## src/spindle_servo_pkg.sv

```systemverilog
/*
 * Holds the shared constants of the spindle servo settings block, and the
 * hold-period divider that the main module instantiates.
 * Assumes one clock (pclk), an active-low asynchronous reset, and a frame
 * clock level that is already synchronous to pclk.
 *
// How it works
// digital servo: rough gain from three bits
// analog servo: rough gain -12dB or 0dB
// phase and speed gains: -6, 0, +6dB
// overall gain: 0, +6, +12dB
// gain, pin fields only with digital servo
// second pin enabled: both pins follow control
// second pin disabled: held high impedance
// pulse width mode: both drives, no wide
// ternary mode: phase drive, wide allowed
// bottom hold every 32 or 16 frames
// peak hold every 4 or 2 frames
// velocity multiplier one to four
// speed is (256 - n)/32 times multiplier
// host keeps multiplier zero outside angular wide
// fields kept until rewritten
 */

package spindle_servo_pkg;
    // byte addresses of the apb registers
    localparam logic [7:0] ADDR_COEF = 8'h00;
    localparam logic [7:0] ADDR_VEL = 8'h04;
    localparam logic [7:0] ADDR_CTRL = 8'h08;
    localparam logic [7:0] ADDR_STAT = 8'h0c;

    // servo coefficient word fields
    localparam int COEF_PHASE_GAIN_LSB = 6;
    localparam int COEF_SPEED_GAIN_LSB = 4;
    localparam int COEF_OVERALL_LSB = 2;
    localparam int COEF_PHASE_OUT_HI = 1;
    localparam int COEF_PHASE_OUT_LO = 0;
    localparam logic [7:0] COEF_RESET = 8'h00;

    // velocity control word fields
    localparam int VEL_PWM_MODE = 15;
    localparam int VEL_BOTTOM_PERIOD = 14;
    localparam int VEL_PEAK_PERIOD = 13;
    localparam int VEL_ROUGH_EXT = 12;
    localparam int VEL_TARGET_LSB = 4;
    localparam int VEL_MULT_HI = 3;
    localparam int VEL_MULT_LO = 2;
    localparam logic [15:0] VEL_RESET = 16'h0000;

    // control register fields
    localparam int CTRL_DIGITAL_SEL = 0;
    localparam int CTRL_SECOND_PIN = 1;
    localparam int CTRL_MODE_LSB = 2;
    localparam int CTRL_WIDE_LINEAR = 4;
    localparam int CTRL_WIDE_ANGULAR = 5;
    localparam logic [5:0] CTRL_RESET = 6'h00;

    // gains as signed dB figures
    localparam logic signed [7:0] DB_M12 = -8'sd12;
    localparam logic signed [7:0] DB_M6 = -8'sd6;
    localparam logic signed [7:0] DB_0 = 8'sd0;
    localparam logic signed [7:0] DB_P6 = 8'sd6;
    localparam logic signed [7:0] DB_P12 = 8'sd12;

    // hold periods in frame clock periods
    localparam logic [5:0] BOTTOM_LONG = 6'd32;
    localparam logic [5:0] BOTTOM_SHORT = 6'd16;
    localparam logic [5:0] PEAK_LONG = 6'd4;
    localparam logic [5:0] PEAK_SHORT = 6'd2;

    // velocity numerator base and fraction shift
    localparam logic [8:0] VEL_BASE = 9'd256;
    localparam int VEL_FRAC_BITS = 5;

    // phase comparator pin control codes
    localparam logic [1:0] PIN_PASS = 2'b00;
    localparam logic [1:0] PIN_HIZ = 2'b01;
    localparam logic [1:0] PIN_LOW = 2'b10;
    localparam logic [1:0] PIN_HIGH = 2'b11;

    typedef enum logic [1:0] {
        SERVO_OTHER,
        SERVO_ROUGH,
        SERVO_LOCKED,
        SERVO_HOLD
    } servo_mode_e;
endpackage : spindle_servo_pkg

`timescale 1ns/1ps
`default_nettype none

module hold_divider (
    input wire logic pclk,
    input wire logic presetn,
    input wire logic frame_tick,
    input wire logic run,
    input wire logic [5:0] period,
    output logic hold_pulse
);
    logic [5:0] count_r;

    // count frame ticks, pulse once per period, idle when not running
    always_ff @(posedge pclk or negedge presetn) begin
        if (!presetn) begin
            count_r <= 6'd0;
            hold_pulse <= 1'b0;
        end else if (!run) begin
            count_r <= 6'd0;
            hold_pulse <= 1'b0;
        end else if (frame_tick) begin
            if (count_r + 6'd1 >= period) begin
                count_r <= 6'd0;
                hold_pulse <= 1'b1;
            end else begin
                count_r <= count_r + 6'd1;
                hold_pulse <= 1'b0;
            end
        end else begin
            hold_pulse <= 1'b0;
        end
    end
endmodule : hold_divider

`default_nettype wire

```

## src/spindle_servo_config.sv

```systemverilog
/*
 * Spindle servo settings: apb register file holding the servo coefficient
 * word, the velocity control word and a control word; decodes gains, drive
 * format, hold pulses, target velocity and phase comparator pin drive.
 * Assumes apb from a single master on pclk and synchronous pin inputs.
 */

`timescale 1ns/1ps
`default_nettype none

module spindle_servo_config (
    input wire logic pclk,
    input wire logic presetn,
    input wire logic psel,
    input wire logic penable,
    input wire logic pwrite,
    input wire logic [7:0] paddr,
    input wire logic [31:0] pwdata,
    output logic [31:0] prdata,
    output logic pready,
    output logic pslverr,
    input wire logic frame_clock,
    input wire logic phase_comp_in_a,
    input wire logic phase_comp_in_b,
    output logic phase_comp_out_a,
    output logic phase_comp_oe_a,
    output logic phase_comp_out_b,
    output logic phase_comp_oe_b,
    output logic signed [7:0] rough_servo_gain,
    output logic signed [7:0] phase_gain,
    output logic signed [7:0] speed_gain,
    output logic signed [7:0] overall_gain,
    output logic speed_drive_enable,
    output logic phase_drive_ternary,
    output logic wide_modes_allowed,
    output logic bottom_hold_pulse,
    output logic peak_hold_pulse,
    output logic [10:0] velocity_x32
);
    // two-bit gain field shared by phase and speed
    function automatic logic signed [7:0] gain_pm6(input logic [1:0] code);
        case (code)
            2'b00: gain_pm6 = spindle_servo_pkg::DB_M6;
            2'b01: gain_pm6 = spindle_servo_pkg::DB_0;
            default: gain_pm6 = spindle_servo_pkg::DB_P6;
        endcase
    endfunction : gain_pm6

    // offsets that answer without an error
    function automatic logic reg_mapped(input logic [7:0] addr);
        case (addr)
            spindle_servo_pkg::ADDR_COEF,
            spindle_servo_pkg::ADDR_VEL,
            spindle_servo_pkg::ADDR_CTRL,
            spindle_servo_pkg::ADDR_STAT: reg_mapped = 1'b1;
            default: reg_mapped = 1'b0;
        endcase
    endfunction : reg_mapped

    logic [7:0] coef_r;
    logic [15:0] vel_r;
    logic [5:0] ctrl_r;
    logic frame_prev_r;
    logic mult_misuse_r;
    logic apb_setup;
    logic apb_write;
    logic addr_ok;
    logic [31:0] rd_nxt;
    logic digital_spindle_select;
    logic second_pin_enable;
    logic pulse_width_drive_mode;
    logic bottom_period_bit;
    logic peak_period_bit;
    logic rough_gain_extension;
    logic [7:0] target_velocity_setting;
    logic [1:0] velocity_mult;
    logic [1:0] phase_out_ctl;
    logic [2:0] rough_code;
    logic frame_tick;
    logic [8:0] vel_base;
    logic [10:0] vel_nxt;
    logic signed [7:0] rough_nxt;
    spindle_servo_pkg::servo_mode_e servo_mode;

    // apb phase decode
    assign apb_setup = psel && !penable;
    assign apb_write = psel && penable && pready && pwrite;
    assign addr_ok = reg_mapped(paddr);

    // field views of the stored words
    assign digital_spindle_select = ctrl_r[spindle_servo_pkg::CTRL_DIGITAL_SEL];
    assign second_pin_enable = ctrl_r[spindle_servo_pkg::CTRL_SECOND_PIN];
    assign servo_mode = spindle_servo_pkg::servo_mode_e'(ctrl_r[spindle_servo_pkg::CTRL_MODE_LSB +: 2]);
    assign pulse_width_drive_mode = vel_r[spindle_servo_pkg::VEL_PWM_MODE];
    assign bottom_period_bit = vel_r[spindle_servo_pkg::VEL_BOTTOM_PERIOD];
    assign peak_period_bit = vel_r[spindle_servo_pkg::VEL_PEAK_PERIOD];
    assign rough_gain_extension = vel_r[spindle_servo_pkg::VEL_ROUGH_EXT];
    assign target_velocity_setting = vel_r[spindle_servo_pkg::VEL_TARGET_LSB +: 8];
    assign velocity_mult = {vel_r[spindle_servo_pkg::VEL_MULT_HI], vel_r[spindle_servo_pkg::VEL_MULT_LO]};
    assign phase_out_ctl = {coef_r[spindle_servo_pkg::COEF_PHASE_OUT_HI], coef_r[spindle_servo_pkg::COEF_PHASE_OUT_LO]};
    assign rough_code = {coef_r[spindle_servo_pkg::COEF_SPEED_GAIN_LSB +: 2], rough_gain_extension};
    assign frame_tick = frame_clock && !frame_prev_r;

    // apb handshake: setup cycle arms a single access cycle
    always_ff @(posedge pclk or negedge presetn) begin
        if (!presetn) begin
            pready <= 1'b0;
            pslverr <= 1'b0;
            prdata <= 32'h0000_0000;
        end else begin
            pready <= apb_setup;
            pslverr <= apb_setup && !addr_ok;
            prdata <= apb_setup ? rd_nxt : 32'h0000_0000;
        end
    end

    // read mux: coefficient and velocity words are write-only and read as zero
    always_comb begin
        rd_nxt = 32'h0000_0000;
        if (!pwrite) begin
            case (paddr)
                spindle_servo_pkg::ADDR_CTRL: rd_nxt = {26'h0, ctrl_r};
                spindle_servo_pkg::ADDR_STAT: rd_nxt = {rough_servo_gain, phase_gain, overall_gain,
                    4'h0, mult_misuse_r, wide_modes_allowed, speed_drive_enable, phase_drive_ternary};
                default: rd_nxt = 32'h0000_0000;
            endcase
        end
    end

    // coefficient word kept until the host writes it again
    always_ff @(posedge pclk or negedge presetn) begin
        if (!presetn) begin
            coef_r <= spindle_servo_pkg::COEF_RESET;
        end else if (apb_write && (paddr == spindle_servo_pkg::ADDR_COEF)) begin
            coef_r <= pwdata[7:0];
        end
    end

    // velocity word kept until the host writes it again
    always_ff @(posedge pclk or negedge presetn) begin
        if (!presetn) begin
            vel_r <= spindle_servo_pkg::VEL_RESET;
        end else if (apb_write && (paddr == spindle_servo_pkg::ADDR_VEL)) begin
            vel_r <= pwdata[15:0];
        end
    end

    // control word kept until the host writes it again
    always_ff @(posedge pclk or negedge presetn) begin
        if (!presetn) begin
            ctrl_r <= spindle_servo_pkg::CTRL_RESET;
        end else if (apb_write && (paddr == spindle_servo_pkg::ADDR_CTRL)) begin
            ctrl_r <= pwdata[5:0];
        end
    end

    // rough servo gain selection
    always_comb begin
        if (digital_spindle_select) begin
            case (rough_code)
                3'b000: rough_nxt = spindle_servo_pkg::DB_M12;
                3'b001, 3'b010: rough_nxt = spindle_servo_pkg::DB_M6;
                3'b011, 3'b100: rough_nxt = spindle_servo_pkg::DB_0;
                default: rough_nxt = spindle_servo_pkg::DB_P6;
            endcase
        end else begin
            rough_nxt = rough_gain_extension ? spindle_servo_pkg::DB_0 : spindle_servo_pkg::DB_M12;
        end
    end

    // rough gain applies with either servo selection
    always_ff @(posedge pclk or negedge presetn) begin
        if (!presetn) begin
            rough_servo_gain <= spindle_servo_pkg::DB_M12;
        end else begin
            rough_servo_gain <= rough_nxt;
        end
    end

    // phase and speed gains only with the digital servo
    always_ff @(posedge pclk or negedge presetn) begin
        if (!presetn) begin
            phase_gain <= spindle_servo_pkg::DB_0;
            speed_gain <= spindle_servo_pkg::DB_0;
        end else if (digital_spindle_select) begin
            phase_gain <= gain_pm6(coef_r[spindle_servo_pkg::COEF_PHASE_GAIN_LSB +: 2]);
            speed_gain <= gain_pm6(coef_r[spindle_servo_pkg::COEF_SPEED_GAIN_LSB +: 2]);
        end else begin
            phase_gain <= spindle_servo_pkg::DB_0;
            speed_gain <= spindle_servo_pkg::DB_0;
        end
    end

    // overall gain only with the digital servo
    always_ff @(posedge pclk or negedge presetn) begin
        if (!presetn) begin
            overall_gain <= spindle_servo_pkg::DB_0;
        end else if (digital_spindle_select) begin
            case (coef_r[spindle_servo_pkg::COEF_OVERALL_LSB +: 2])
                2'b00: overall_gain <= spindle_servo_pkg::DB_0;
                2'b01: overall_gain <= spindle_servo_pkg::DB_P6;
                default: overall_gain <= spindle_servo_pkg::DB_P12;
            endcase
        end else begin
            overall_gain <= spindle_servo_pkg::DB_0;
        end
    end

    // phase comparator pin drive
    always_ff @(posedge pclk or negedge presetn) begin
        if (!presetn) begin
            phase_comp_out_a <= 1'b0;
            phase_comp_oe_a <= 1'b0;
            phase_comp_out_b <= 1'b0;
            phase_comp_oe_b <= 1'b0;
        end else begin
            case (digital_spindle_select ? phase_out_ctl : spindle_servo_pkg::PIN_PASS)
                spindle_servo_pkg::PIN_PASS: begin
                    phase_comp_out_a <= phase_comp_in_a;
                    phase_comp_out_b <= phase_comp_in_b;
                    phase_comp_oe_a <= 1'b1;
                    phase_comp_oe_b <= second_pin_enable;
                end
                spindle_servo_pkg::PIN_HIZ: begin
                    phase_comp_out_a <= 1'b0;
                    phase_comp_out_b <= 1'b0;
                    phase_comp_oe_a <= 1'b0;
                    phase_comp_oe_b <= 1'b0;
                end
                spindle_servo_pkg::PIN_LOW: begin
                    phase_comp_out_a <= 1'b0;
                    phase_comp_out_b <= 1'b0;
                    phase_comp_oe_a <= 1'b1;
                    phase_comp_oe_b <= second_pin_enable;
                end
                default: begin
                    phase_comp_out_a <= 1'b1;
                    phase_comp_out_b <= 1'b1;
                    phase_comp_oe_a <= 1'b1;
                    phase_comp_oe_b <= second_pin_enable;
                end
            endcase
        end
    end

    // drive format and wide mode permission
    always_ff @(posedge pclk or negedge presetn) begin
        if (!presetn) begin
            speed_drive_enable <= 1'b0;
            phase_drive_ternary <= 1'b1;
            wide_modes_allowed <= 1'b1;
        end else begin
            speed_drive_enable <= pulse_width_drive_mode;
            phase_drive_ternary <= !pulse_width_drive_mode;
            wide_modes_allowed <= !pulse_width_drive_mode;
        end
    end

    // host misuse flag: multiplier set outside angular wide mode
    always_ff @(posedge pclk or negedge presetn) begin
        if (!presetn) begin
            mult_misuse_r <= 1'b0;
        end else begin
            mult_misuse_r <= (velocity_mult != 2'b00) && !ctrl_r[spindle_servo_pkg::CTRL_WIDE_ANGULAR];
        end
    end

    // target velocity in 1/32 units of normal speed
    assign vel_base = spindle_servo_pkg::VEL_BASE - {1'b0, target_velocity_setting};
    assign vel_nxt = 11'({2'b00, vel_base} * ({9'h0, velocity_mult} + 11'd1));
    always_ff @(posedge pclk or negedge presetn) begin
        if (!presetn) begin
            velocity_x32 <= 11'({2'b00, spindle_servo_pkg::VEL_BASE});
        end else begin
            velocity_x32 <= vel_nxt;
        end
    end

    // frame clock edge detect
    always_ff @(posedge pclk or negedge presetn) begin
        if (!presetn) begin
            frame_prev_r <= 1'b0;
        end else begin
            frame_prev_r <= frame_clock;
        end
    end

    // bottom hold in rough and hold modes
    hold_divider bottom_div (
        .pclk(pclk),
        .presetn(presetn),
        .frame_tick(frame_tick),
        .run((servo_mode == spindle_servo_pkg::SERVO_ROUGH) || (servo_mode == spindle_servo_pkg::SERVO_HOLD)),
        .period(bottom_period_bit ? spindle_servo_pkg::BOTTOM_SHORT : spindle_servo_pkg::BOTTOM_LONG),
        .hold_pulse(bottom_hold_pulse)
    );

    // peak hold in rough mode only
    hold_divider peak_div (
        .pclk(pclk),
        .presetn(presetn),
        .frame_tick(frame_tick),
        .run(servo_mode == spindle_servo_pkg::SERVO_ROUGH),
        .period(peak_period_bit ? spindle_servo_pkg::PEAK_SHORT : spindle_servo_pkg::PEAK_LONG),
        .hold_pulse(peak_hold_pulse)
    );
endmodule : spindle_servo_config

`default_nettype wire

```

## config.mk

```make
export PLATFORM = sky130hd
export DESIGN_NAME = spindle_servo_config
export DESIGN_NICKNAME = d
export VERILOG_FILES = /design/src/spindle_servo_pkg.sv /design/src/spindle_servo_config.sv
export SDC_FILE = /design/constraint.sdc
export NUM_CORES = 1
export LEC_CHECK = 0
export BUFFER_PORTS_ARGS = -buffer_cell sky130_fd_sc_hd__buf_2
export CORE_MARGIN = 2
export CORE_UTILIZATION = 55
export CTS_BUF_LIST = sky130_fd_sc_hd__clkbuf_2
export CTS_CLUSTER_DIAMETER = 150
export DETAILED_ROUTE_END_ITERATION = 7
export GPL_TIMING_DRIVEN = 0
export PLACE_DENSITY = 0.83
export RECOVER_POWER = 50
export SYNTH_ARGS = -nofsm -noshare
export SYNTH_HDL_FRONTEND = slang
export SYNTH_HIERARCHICAL = 1
export SYNTH_SLANG_ARGS = --single-unit
```

## constraint.sdc

```tcl
create_clock -name pclk -period 4.14 [get_ports pclk]
set_clock_uncertainty 0.15 [all_clocks]
set_input_delay 1.242 -clock pclk [delete_from_list [all_inputs] [get_ports pclk]]
set_output_delay 1.242 -clock pclk [all_outputs]
set_load 0.01 [all_outputs]
```

==> impl_metrics.json, run 1 <==
{
  "rsz0062_at_grt": "no",
  "ys_warn_count": 6,
  "via_count": 3623,
  "die_w_um": 98.69,
  "drt-total-wl_mm": 9.757,
  "die_area_um2": 9739,
  "hold_buffers": 0,
  "synth_area_um2": 4931,
  "antenna_found_initial": 1,
  "power_leakage_nw": 3.213,
  "cpMaxStageDelayCell": "fa_1",
  "synth_ff_type": "dfrtp_1",
  "final_common_cell": "buf_2",
  "cts_root_buffer": "clkbuf_2",
  "final.setup.tns_ns": 0,
  "pin_count": 134,
  "synthArstFlopShare_pct": 100.0,
  "min_period_ns": 3.647,
  "core_um2": 8721,
  "area_growth_syn_to_layout_pct": 16.95,
  "power.density_nw_per_um2": 253.7,
  "pre_cts_ws_ns": 0.5517,
  "worst_slew_pin_slew_ns": 1.680,
  "avgSynthCellArea_um2": 10.72,
  "clk_latency_ns": 0.56,
  "grt_max_degree": 73,
  "maxCapViolCount": 1,
  "io_buffers": 99,
  "cts_sinks": 92,
  "critPathCaptureType": "register",
  "grt_usage_pct": 21.14,
  "initial_core_util_pct": 56.54,
  "cts_tree": "yes",
  "grt_pass1_vias": 3620,
  "relSlewSlack_pct": -12.00,
  "max_stage_delay_ns": 0.52,
  "run_status": "finished with violations",
  "cp_max_fo": 9,
  "failed_checks": "max-capacitance violations, max-slew violations",
  "dp.cells": 692,
  "num_antenna_cells": 0,
  "htree_levels": 3,
  "finalMaxSlewViolations": 73,
  "required_ns": 4.51,
  "final_cells": 708,
  "drc": 0,
  "max-clock-path-buffers": 2,
  "gp_congestion": 0.8337,
  "fmax_mhz": 274.2,
  "ys_ff_latch": 92,
  "rows": 34,
  "worst_slack_ns": 0.4929,
  "final_cell_mix": "buf_2, dfrtp_1, inv_1",
  "dr.pass1.iters": 4,
  "synth_edf_count": 0,
  "path_cells": "clkinv_1 > ha_1 > clkbuf_1 > nand2_1 > fa_1 > inv_1 > ha_1 > inv_1 > fa_1 > nor2b_1 > o31a_1 > or4_1 > nand3_1",
  "dp_hpwl_mm": 7.553,
  "hold_class": "register to register",
  "irDropWorstVdd_v": 0.0001652,
  "antenna_left": 0,
  "gr-total-overflow": 0,
  "wl_per_cell_um": 13.78,
  "hold_viol": 0,
  "fp.dieH_um": 98.69,
  "initialDrtViolationCount": 112,
  "clkTransAtPathRegs_ns": 0.26,
  "grt_first_pass_wirelength_mm": 16.62,
  "arrival_ns": 4.02,
  "synth.distinct_cells": 48,
  "ys_seq_area_share_pct": 46.79,
  "cts_setup_buffers": 0,
  "totalPowerFinal_w": 0.001463,
  "synth_cells": 460,
  "cts_resized": 0,
  "cp-start-kind": "register",
  "path_class": "register to register",
  "setup_viol": 0,
  "min_period_over_period_pct": 88.09,
  "layout-drive-gt1-share_pct": 32.50,
  "viasPerCell": 5.117,
  "finalNetCount": 680,
  "numCtsBuffers": 9
}
[logic make-up after synthesis]
kind of cell    Yosys count  share of synthesized area (%)
flops                    92                          46.79
fa+ha+maj                37                          10.61
mux                      31                          7.003
xor+xnor                 21                          3.730
buf+inv                  93                          9.921
simple gates            125                          13.25
compound gates           60                          8.627
other cells               1                        0.07605
[synthesized netlist by cell type, types with 6 or more instances]
library cell	instances	area (um^2)
xnor2_1	16	140.1
nand3_1	13	65.06
o21ai_0	11	55.05
dfrtp_1	88	2202
nand2_1	40	150.1
nor2b_1	11	68.82
a22o_2	6	60.06
a21oi_1	10	50.05
fa_1	8	160.2
buf_4	37	277.8
ha_1	29	362.9
mux2_2	28	315.3
clkbuf_1	9	33.78
inv_1	45	168.9
and2_1	20	125.1
nor2_1	16	60.06
[where the power goes]
group | total (W) | internal [W] | switching, W
clock | 0.000462 | 0.000143 | 0.000319
combinational | 0.0000913 | 0.0000363 | 0.0000550
sequential | 0.000909 | 0.000907 | 0.00000256
total | 0.00146 | 0.00109 | 0.000377
[sequential cells by signal, indices dropped and copies added (netlist names)]
register,flops
bottom_div/count_r,6
bottom_div/hold_pulse,1
coef_r,8
ctrl_r,6
frame_prev_r,1
mult_misuse_r,1
overall_gain,3
peak_div/count_r,6
peak_div/hold_pulse,1
phase_comp_oe_a,1
phase_comp_oe_b,1
phase_comp_out_a,1
phase_comp_out_b,1
phase_gain,3
prdata,16
pready,1
pslverr,1
rough_servo_gain,4
speed_drive_enable,1
speed_gain,3
vel_r,14
velocity_x32,11
wide_modes_allowed,1
[critical path, delay by kind of cell (launching register included)]
family,cells,cell delay (ns)
DFF,1,0.48
buffers and inverters,4,0.67
adders and majority gates,4,1.31
AOI/OAI and AO/OA,1,0.28
and+or+nand+nor,4,0.72
[cell type report]
cell class | instances | area [um^2]
clock inverters | 7 | 73.82
flip-flops and latches | 92 | 2307
fillers | 692 | 2954
well taps | 108 | 135.1
inverters | 46 | 172.7
multi-input cells | 299 | 2220
clock buffers | 9 | 45.04
plain buffers | 47 | 316.6
repair buffers | 100 | 496.7
[path summary, 6_finish.rpt]
check	startpoint	to	slack, ns	cells after the start
max	vel_r[2]$_DFFE_PN0P_	velocity_x32[8]$_DFF_PN1_	0.49	13
min	vel_r[15]$_DFFE_PN0P_	wide_modes_allowed$_DFF_PN1_	0.28	1
max reg2reg	vel_r[2]$_DFFE_PN0P_	velocity_x32[8]$_DFF_PN1_	0.49	13
min reg2reg	vel_r[15]$_DFFE_PN0P_	wide_modes_allowed$_DFF_PN1_	0.28	1
max in group asynchronous	presetn	prdata[0]$_DFF_PN0_	0.94	2
min in group asynchronous	presetn	velocity_x32[9]$_DFF_PN0_	0.68	1
[routing by layer]
metal	vias to the layer above	part of all wire (%)	global-route usage, %
met1	1745	41	26.84
li1	1741	-	-
met3	19	5.9	3.830
met5	-	0	0
met4	0	2.0	8.430
met2	118	51	36.05
[stage by stage]
step	util (%)	hold slack (ns)	instance area [um^2]
2_1_floorplan	-	0.2187	5021
3_3_place_gp	64.81	0.2246	5652
3_5_place_dp	65.15	0.2383	5682
4_1_cts	66.51	0.2843	5801
5_1_grt	66.13	0.3294	5767
6_report	66.13	0.2834	5767
No activity file was read; power rests on OpenSTA's default activity.
==> run 2, diff against run 1 <==
- CELL_PAD_IN_SITES_DETAIL_PLACEMENT: unset -> 2
- CELL_PAD_IN_SITES_GLOBAL_PLACEMENT: unset -> 2
- CORE_UTILIZATION: 55 -> 34
- PLACE_DENSITY: 0.83 -> unset
- PLACE_DENSITY_LB_ADDON: unset -> 0.1
==> run 2 against run 1 <==
  * The flow still finishes with violations (max-capacitance violations, max-slew violations)
  * Critical path depth is the same
  * Die area grew 59%
  * Count of clock-buffer cells in the layout stayed put
  * Clock power up 17%
  * Power grew 5.9%
  * Sequential cell count is the same
  * Sequential power about the same
  * Routed wire length increased by 23%
  * Via count rose by 1.5%
  * Non-clock buffer count did not move
==> impl_metrics.json, run 2 (synthesis results as in run 1) <==
{
  "clkPwrFrac_pct": 34.9,
  "core_um2": 14370,
  "max_stage_delay_ns": 0.52,
  "cts_resized": 0,
  "relSlewSlack_pct": -71.68,
  "p_sw_share_pct": 25.82,
  "min_period_ns": 3.759,
  "final_common_cell": "buf_2",
  "clk_latency_ns": 0.61,
  "power_leakage_nw": 3.231,
  "seqPwrFrac_pct": 58.7,
  "grt_max_degree": 49,
  "final_cell_mix": "buf_2, dfrtp_1, inv_1",
  "viasPerCell": 4.687,
  "run_status": "finished with violations",
  "top_regs": "prdata: 16 flops, vel_r: 14 flops, velocity_x32: 11 flops",
  "switchingPower_w": 0.0003998,
  "hold_viol": 0,
  "placed_cell_area_um2": 5777,
  "path_class": "register to register",
  "layout-drive-gt1-share_pct": 32.50,
  "finalMaxSlewViolations": 45,
  "seq_area_um2": 2307,
  "setup_viol": 0,
  "cpMaxStageDelayCell": "fa_1",
  "path_cells": "clkinv_1 > ha_1 > clkbuf_1 > nand2_1 > fa_1 > inv_1 > ha_1 > inv_1 > fa_1 > nor2b_1 > o31a_1 > or4_1 > nand3_1",
  "totalPowerFinal_w": 0.001549,
  "max-clock-path-buffers": 2,
  "hold_path.startpoint": "vel_r[15]$_DFFE_PN0P_",
  "grt_pass1_vias": 4060,
  "pin_count": 134,
  "numCtsBuffers": 9,
  "dp_hpwl_mm": 9.385,
  "cp-start-kind": "register",
  "hold_class": "register to register",
  "failed_checks": "max-capacitance violations, max-slew violations",
  "cts_tree": "yes",
  "crit_path_start": "vel_r[2]$_DFFE_PN0P_",
  "power_frac_comb_pct": 6.3,
  "fillers": 1576,
  "initialDrtViolationCount": 79,
  "worst_slack_ns": 0.3809,
  "fp.dieH_um": 124.4,
  "worst_slew_pin_slew_ns": 2.575,
  "cts_setup_buffers": 0,
  "antenna_found_initial": 0,
  "io_buffers": 99,
  "multiInputGateArea_um2": 2220,
  "rsz0062_at_grt": "no",
  "antenna_left": 0,
  "finalNetCount": 680,
  "via_count": 3679,
  "dr.pass1.iters": 4,
  "drt-total-wl_mm": 12.00,
  "critPathCaptureType": "register",
  "power.density_nw_per_um2": 262.0,
  "maxCapViolCount": 1,
  "rows": 44,
  "p_int_w": 0.001149,
  "die_area_um2": 15480,
  "reg2reg_from": "vel_r[2]$_DFFE_PN0P_",
  "regMostFlops": "prdata",
  "final_area_um2": 5912,
  "hold_buffers": 0,
  "min_period_over_period_pct": 90.80,
  "irDropWorstVdd_v": 0.0001061,
  "fmax_mhz": 266.0,
  "die_w_um": 124.4,
  "wl_per_cell_um": 15.28,
  "drc": 0,
  "cts_root_buffer": "clkbuf_2",
  "pre_cts_ws_ns": 0.3925,
  "area_growth_syn_to_layout_pct": 19.89,
  "cp_max_fo": 9,
  "initial_core_util_pct": 34.32,
  "htree_levels": 3,
  "clkTransAtPathRegs_ns": 0.27,
  "cts_sinks": 92,
  "grt_first_pass_wirelength_mm": 21.04,
  "required_ns": 4.53,
  "largest_reg_flops": 16,
  "arrival_ns": 4.15,
  "gr-total-overflow": 0,
  "grt_usage_pct": 16.83,
  "gp_congestion": 0.7412,
  "final.setup.tns_ns": 0
}
[run 2: power by group through the flow]
stage / Combinational (W) / Sequential, W / Clock, W
final: 0.0000983 / 0.000910 / 0.000541
after global routing: 0.000113 / 0.000912 / 0.000603
after CTS: 0.000101 / 0.000910 / 0.000570
after detailed placement: 0.000100 / 0.000924 / 0
after global placement: 0.0000936 / 0.000924 / 0
after floorplan: 0.0000452 / 0.000926 / 0
[run 2: layout make-up]
type / count / share of cell area, %
Multi-Input combinational cell: 299 / 37.54
Inverter: 46 / 2.921
Buffer: 47 / 5.355
Sequential cell: 92 / 39.03
Clock inverter: 7 / 1.672
Antenna cell: 1 / 0.04233
Clock buffer: 9 / 0.7619
Timing Repair Buffer: 100 / 8.783
Tap cell: 184 / 3.894
[run 2: routing by layer]
metal / vias to the layer above / track usage [%] / part of all wire [%]
met4: 0 / 6.147 / 1.7
met1: 1838 / 21.17 / 44
li1: 1741 / - / -
met5: - / 0 / 0
met3: 13 / 3.265 / 4.0
met2: 87 / 28.77 / 50
[run 2: worst paths after layout]
path,end,slack (ns),depth (start not counted)
worst max-delay path,velocity_x32[8]$_DFF_PN1_,0.38,13
worst min-delay path,wide_modes_allowed$_DFF_PN1_,0.29,1
worst max register to register,velocity_x32[8]$_DFF_PN1_,0.38,13
worst min register to register,wide_modes_allowed$_DFF_PN1_,0.29,1
max in group asynchronous,bottom_div/count_r[1]$_DFFE_PN0P_,1.15,1
min in group asynchronous,speed_gain[6]$_DFF_PN0_,1.24,1
[run 2: worst max-delay path, delay by kind of cell, from the launching register on]
kind | cells | cell delay, ns
compound gates | 1 | 0.29
fa+ha+maj | 4 | 1.30
buf+inv | 4 | 0.72
simple gates | 4 | 0.74
flops | 1 | 0.50
[run 2: per-stage QoR]
stage          cells  util (%)  hold slack, ns
2_1_floorplan    484         -          0.2187
3_3_place_gp     767     39.99          0.2343
3_5_place_dp     768     40.20          0.2512
4_1_cts          784     41.21          0.2987
5_1_grt          784     41.13          0.3199
6_report         785     41.14          0.2882
==> run 3, diff against run 2 <==
- ABC_AREA: unset -> 1
- CORE_UTILIZATION: 34 -> 32
==> run 3 against run 2 <==
  * Routed wire length is 17% higher
  * Register-to-register slack better by 0.10 ns
  * Synthesized cell count is 32% higher
  * Cell count is 23% higher
  * Worst setup slack better by 0.10 ns
  * Count of clock-buffer cells in the layout is 3 higher
  * Largest power group unchanged
  * Fmax is 2.7% higher
  * Synthesized area is 5.6% higher
  * Non-clock buffer count stayed put
  * The run still ends with max-capacitance violations, max-slew violations left
  * Utilization is 2.3 points lower
  * Hold slack better by 0.034 ns
  * Critical path type unchanged
  * Sequential cell count stayed put
==> impl_metrics.json, run 3 <==
{
  "run_status": "finished with violations",
  "failed_checks": "max-capacitance violations, max-slew violations",
  "dr.pass1.iters": 4,
  "htree_levels": 3,
  "synth.largest_area_cell": "dfrtp_1",
  "fp.dieH_um": 131.5,
  "seqPwrFrac_pct": 61.2,
  "ys_top_cells_by_area": "dfrtp_1, nand2_1, inv_1",
  "largest_reg_flops": 16,
  "synth_area_um2": 5205,
  "critPathCaptureType": "register",
  "power_frac_comb_pct": 7.3,
  "gp_congestion": 0.8389,
  "antenna_left": 0,
  "max_stage_delay_ns": 0.52,
  "synth_common_cells": "nand2_1, inv_1, dfrtp_1, buf_4, nand3_1",
  "area_growth_syn_to_layout_pct": 18.63,
  "clkTransAtPathRegs_ns": 0.26,
  "irDropWorstVdd_v": 0.0001486,
  "synthArstFlopShare_pct": 100.0,
  "via_count": 4331,
  "switchingPower_w": 0.0003931,
  "hold_depth": 1,
  "rsz0062_at_grt": "no",
  "final_common_cell": "nand2_1",
  "totalPowerFinal_w": 0.001486,
  "finalMaxSlewViolations": 33,
  "synth_ff_type": "dfrtp_1",
  "synth_cells": 607,
  "cts_tree": "yes",
  "avgSynthCellArea_um2": 8.575,
  "arrival_ns": 4.02,
  "grt_pass1_vias": 4817,
  "initial_core_util_pct": 32.77,
  "die_area_um2": 17300,
  "synth.distinct_cells": 35,
  "ys_ff_latch": 92,
  "layout-drive-gt1-share_pct": 24.87,
  "drc": 0,
  "fillers": 1903,
  "synth.most_common_cell": "nand2_1",
  "antenna_found_initial": 2,
  "p_sw_share_pct": 26.45,
  "hold_class": "register to register",
  "grt_max_degree": 61,
  "cts_root_buffer": "clkbuf_2",
  "relSlewSlack_pct": -35.70,
  "hold_buffers": 0,
  "cp_max_fo": 9,
  "final_cells": 966,
  "final_cell_mix": "nand2_1, inv_1, buf_2",
  "initialDrtViolationCount": 82,
  "core_um2": 15890,
  "grt_first_pass_wirelength_mm": 23.96,
  "cts_setup_buffers": 0,
  "ys_seq_area_share_pct": 44.33,
  "rows": 46,
  "cts_resized": 0,
  "min_period_ns": 3.659,
  "path_class": "register to register",
  "top_regs": "prdata: 16 flops, vel_r: 14 flops, velocity_x32: 11 flops",
  "synth_edf_count": 0,
  "power_leakage_nw": 3.632,
  "p_int_w": 0.001093,
  "dp.cells": 948,
  "path_cells": "clkinv_1 > ha_1 > clkbuf_1 > nand2_1 > fa_1 > inv_1 > ha_1 > inv_1 > fa_1 > inv_1 > nand3_1 > nand2_1 > nand2_1 > nand2_1 > xor2_1",
  "hold_viol": 0,
  "crit_top_cell": "nand2_1",
  "viasPerCell": 4.483,
  "ys_warn_count": 6,
  "grt_usage_pct": 17.14,
  "max-clock-path-buffers": 2,
  "pin_count": 134,
  "die_w_um": 131.5,
  "required_ns": 4.50,
  "setup_viol": 0,
  "final.setup.tns_ns": 0,
  "finalNetCount": 828,
  "drt-total-wl_mm": 14.08,
  "worst_slew_pin_slew_ns": 2.035,
  "io_buffers": 100,
  "clkPwrFrac_pct": 31.4,
  "gr-total-overflow": 0,
  "min_period_over_period_pct": 88.39,
  "maxCapViolCount": 1,
  "cts_sinks": 92,
  "wl_per_cell_um": 14.58,
  "cpMaxStageDelayCell": "dfrtp_1",
  "fmax_mhz": 273.3,
  "numCtsBuffers": 9,
  "hold_slack_ns": 0.3223,
  "clk_latency_ns": 0.59,
  "yosysTopAreaCellShare_pct": 42.31,
  "power.density_nw_per_um2": 240.7,
  "regMostFlops": "prdata",
  "r2r_cells": 15,
  "dp_hpwl_mm": 11.26,
  "cp-start-kind": "register"
}
[run 3: changes by cell type after synthesis, sizes merged, moves of 10 or more]
cell	previous run	this run
nand3	14	38
mux2	28	0
and2	20	0
nand2	40	151
xnor2	16	2
nor2b	11	0
inv	45	109
nor3b	3	13
o21ai	13	30
nor2	16	35
[run 3: cell families after synthesis]
group	after synthesis	share of synthesized area, %
flip-flops	92	44.33
AND/OR/NAND/NOR	257	22.45
XOR/XNOR	10	1.683
AO/OA/AOI/OAI	54	7.115
buffers and inverters	156	14.30
adder cells (fa/ha/maj)	37	10.05
other	1	0.07205
[run 3: cell type report]
| class | instances | area (um^2) | area share, % |
|---|---|---|---|
| antenna | 2 | 5.005 | 0.08105 |
| timing repair buffer | 101 | 524.3 | 8.490 |
| clock buffer | 12 | 60.06 | 0.9726 |
| inverter | 110 | 412.9 | 6.687 |
| multi-input combinational | 383 | 2218 | 35.93 |
| clock inverter | 4 | 50.05 | 0.8105 |
| tap | 216 | 270.3 | 4.377 |
| sequential | 92 | 2307 | 37.37 |
| buffer | 46 | 326.6 | 5.289 |
[run 3: through the flow]
| step | setup slack, ns | instance area (um^2) | util, % |
|---|---|---|---|
| after floorplan | 1.141 | 5295 | - |
| after global placement | 0.6026 | 6066 | 38.19 |
| after detailed placement | 0.5000 | 6096 | 38.37 |
| after CTS | 0.4030 | 6206 | 39.07 |
| after global routing | 0.1017 | 6175 | 38.87 |
| final | 0.4806 | 6175 | 38.87 |
[run 3: routing by layer]
metal  up-vias  GRT usage [%]  part of all wire [%]
met5         -              0                     0
met4         0          5.978                   1.3
met3        12          2.469                   2.8
met2        57          32.08                    54
met1      2171          19.81                    42
li1       2091              -                     -
[run 3: power by group through the flow]
stage               clock [W]  sequential, W  combinational, W
floorplan                   0       0.000927         0.0000528
global placement            0       0.000925          0.000105
detailed placement          0       0.000925          0.000113
global route         0.000524       0.000912          0.000125
CTS                  0.000495       0.000911          0.000113
finish               0.000467       0.000910          0.000109
[run 3: worst max-delay path, delay by kind of cell, from the launching register on]
| family | cells | cell delay (ns) |
|---|---|---|
| adder cells (fa/ha/maj) | 4 | 1.40 |
| buffers and inverters | 5 | 0.83 |
| flip-flops | 1 | 0.52 |
| AND/OR/NAND/NOR | 5 | 0.53 |
| XOR/XNOR | 1 | 0.16 |
[run 3: worst paths after layout]
check | from | end | slack, ns
max in group asynchronous | presetn | peak_div/count_r[5]$_DFFE_PN0P_ | 1.63
min in group asynchronous | presetn | phase_comp_out_a$_DFF_PN0_ | 1.01
hold reg to reg | ctrl_r[5]$_DFFE_PN0P_ | mult_misuse_r$_DFF_PN0_ | 0.32
setup / recovery | vel_r[2]$_DFFE_PN0P_ | velocity_x32[8]$_DFF_PN1_ | 0.48
hold / removal | ctrl_r[5]$_DFFE_PN0P_ | mult_misuse_r$_DFF_PN0_ | 0.32
setup reg to reg | vel_r[2]$_DFFE_PN0P_ | velocity_x32[8]$_DFF_PN1_ | 0.48
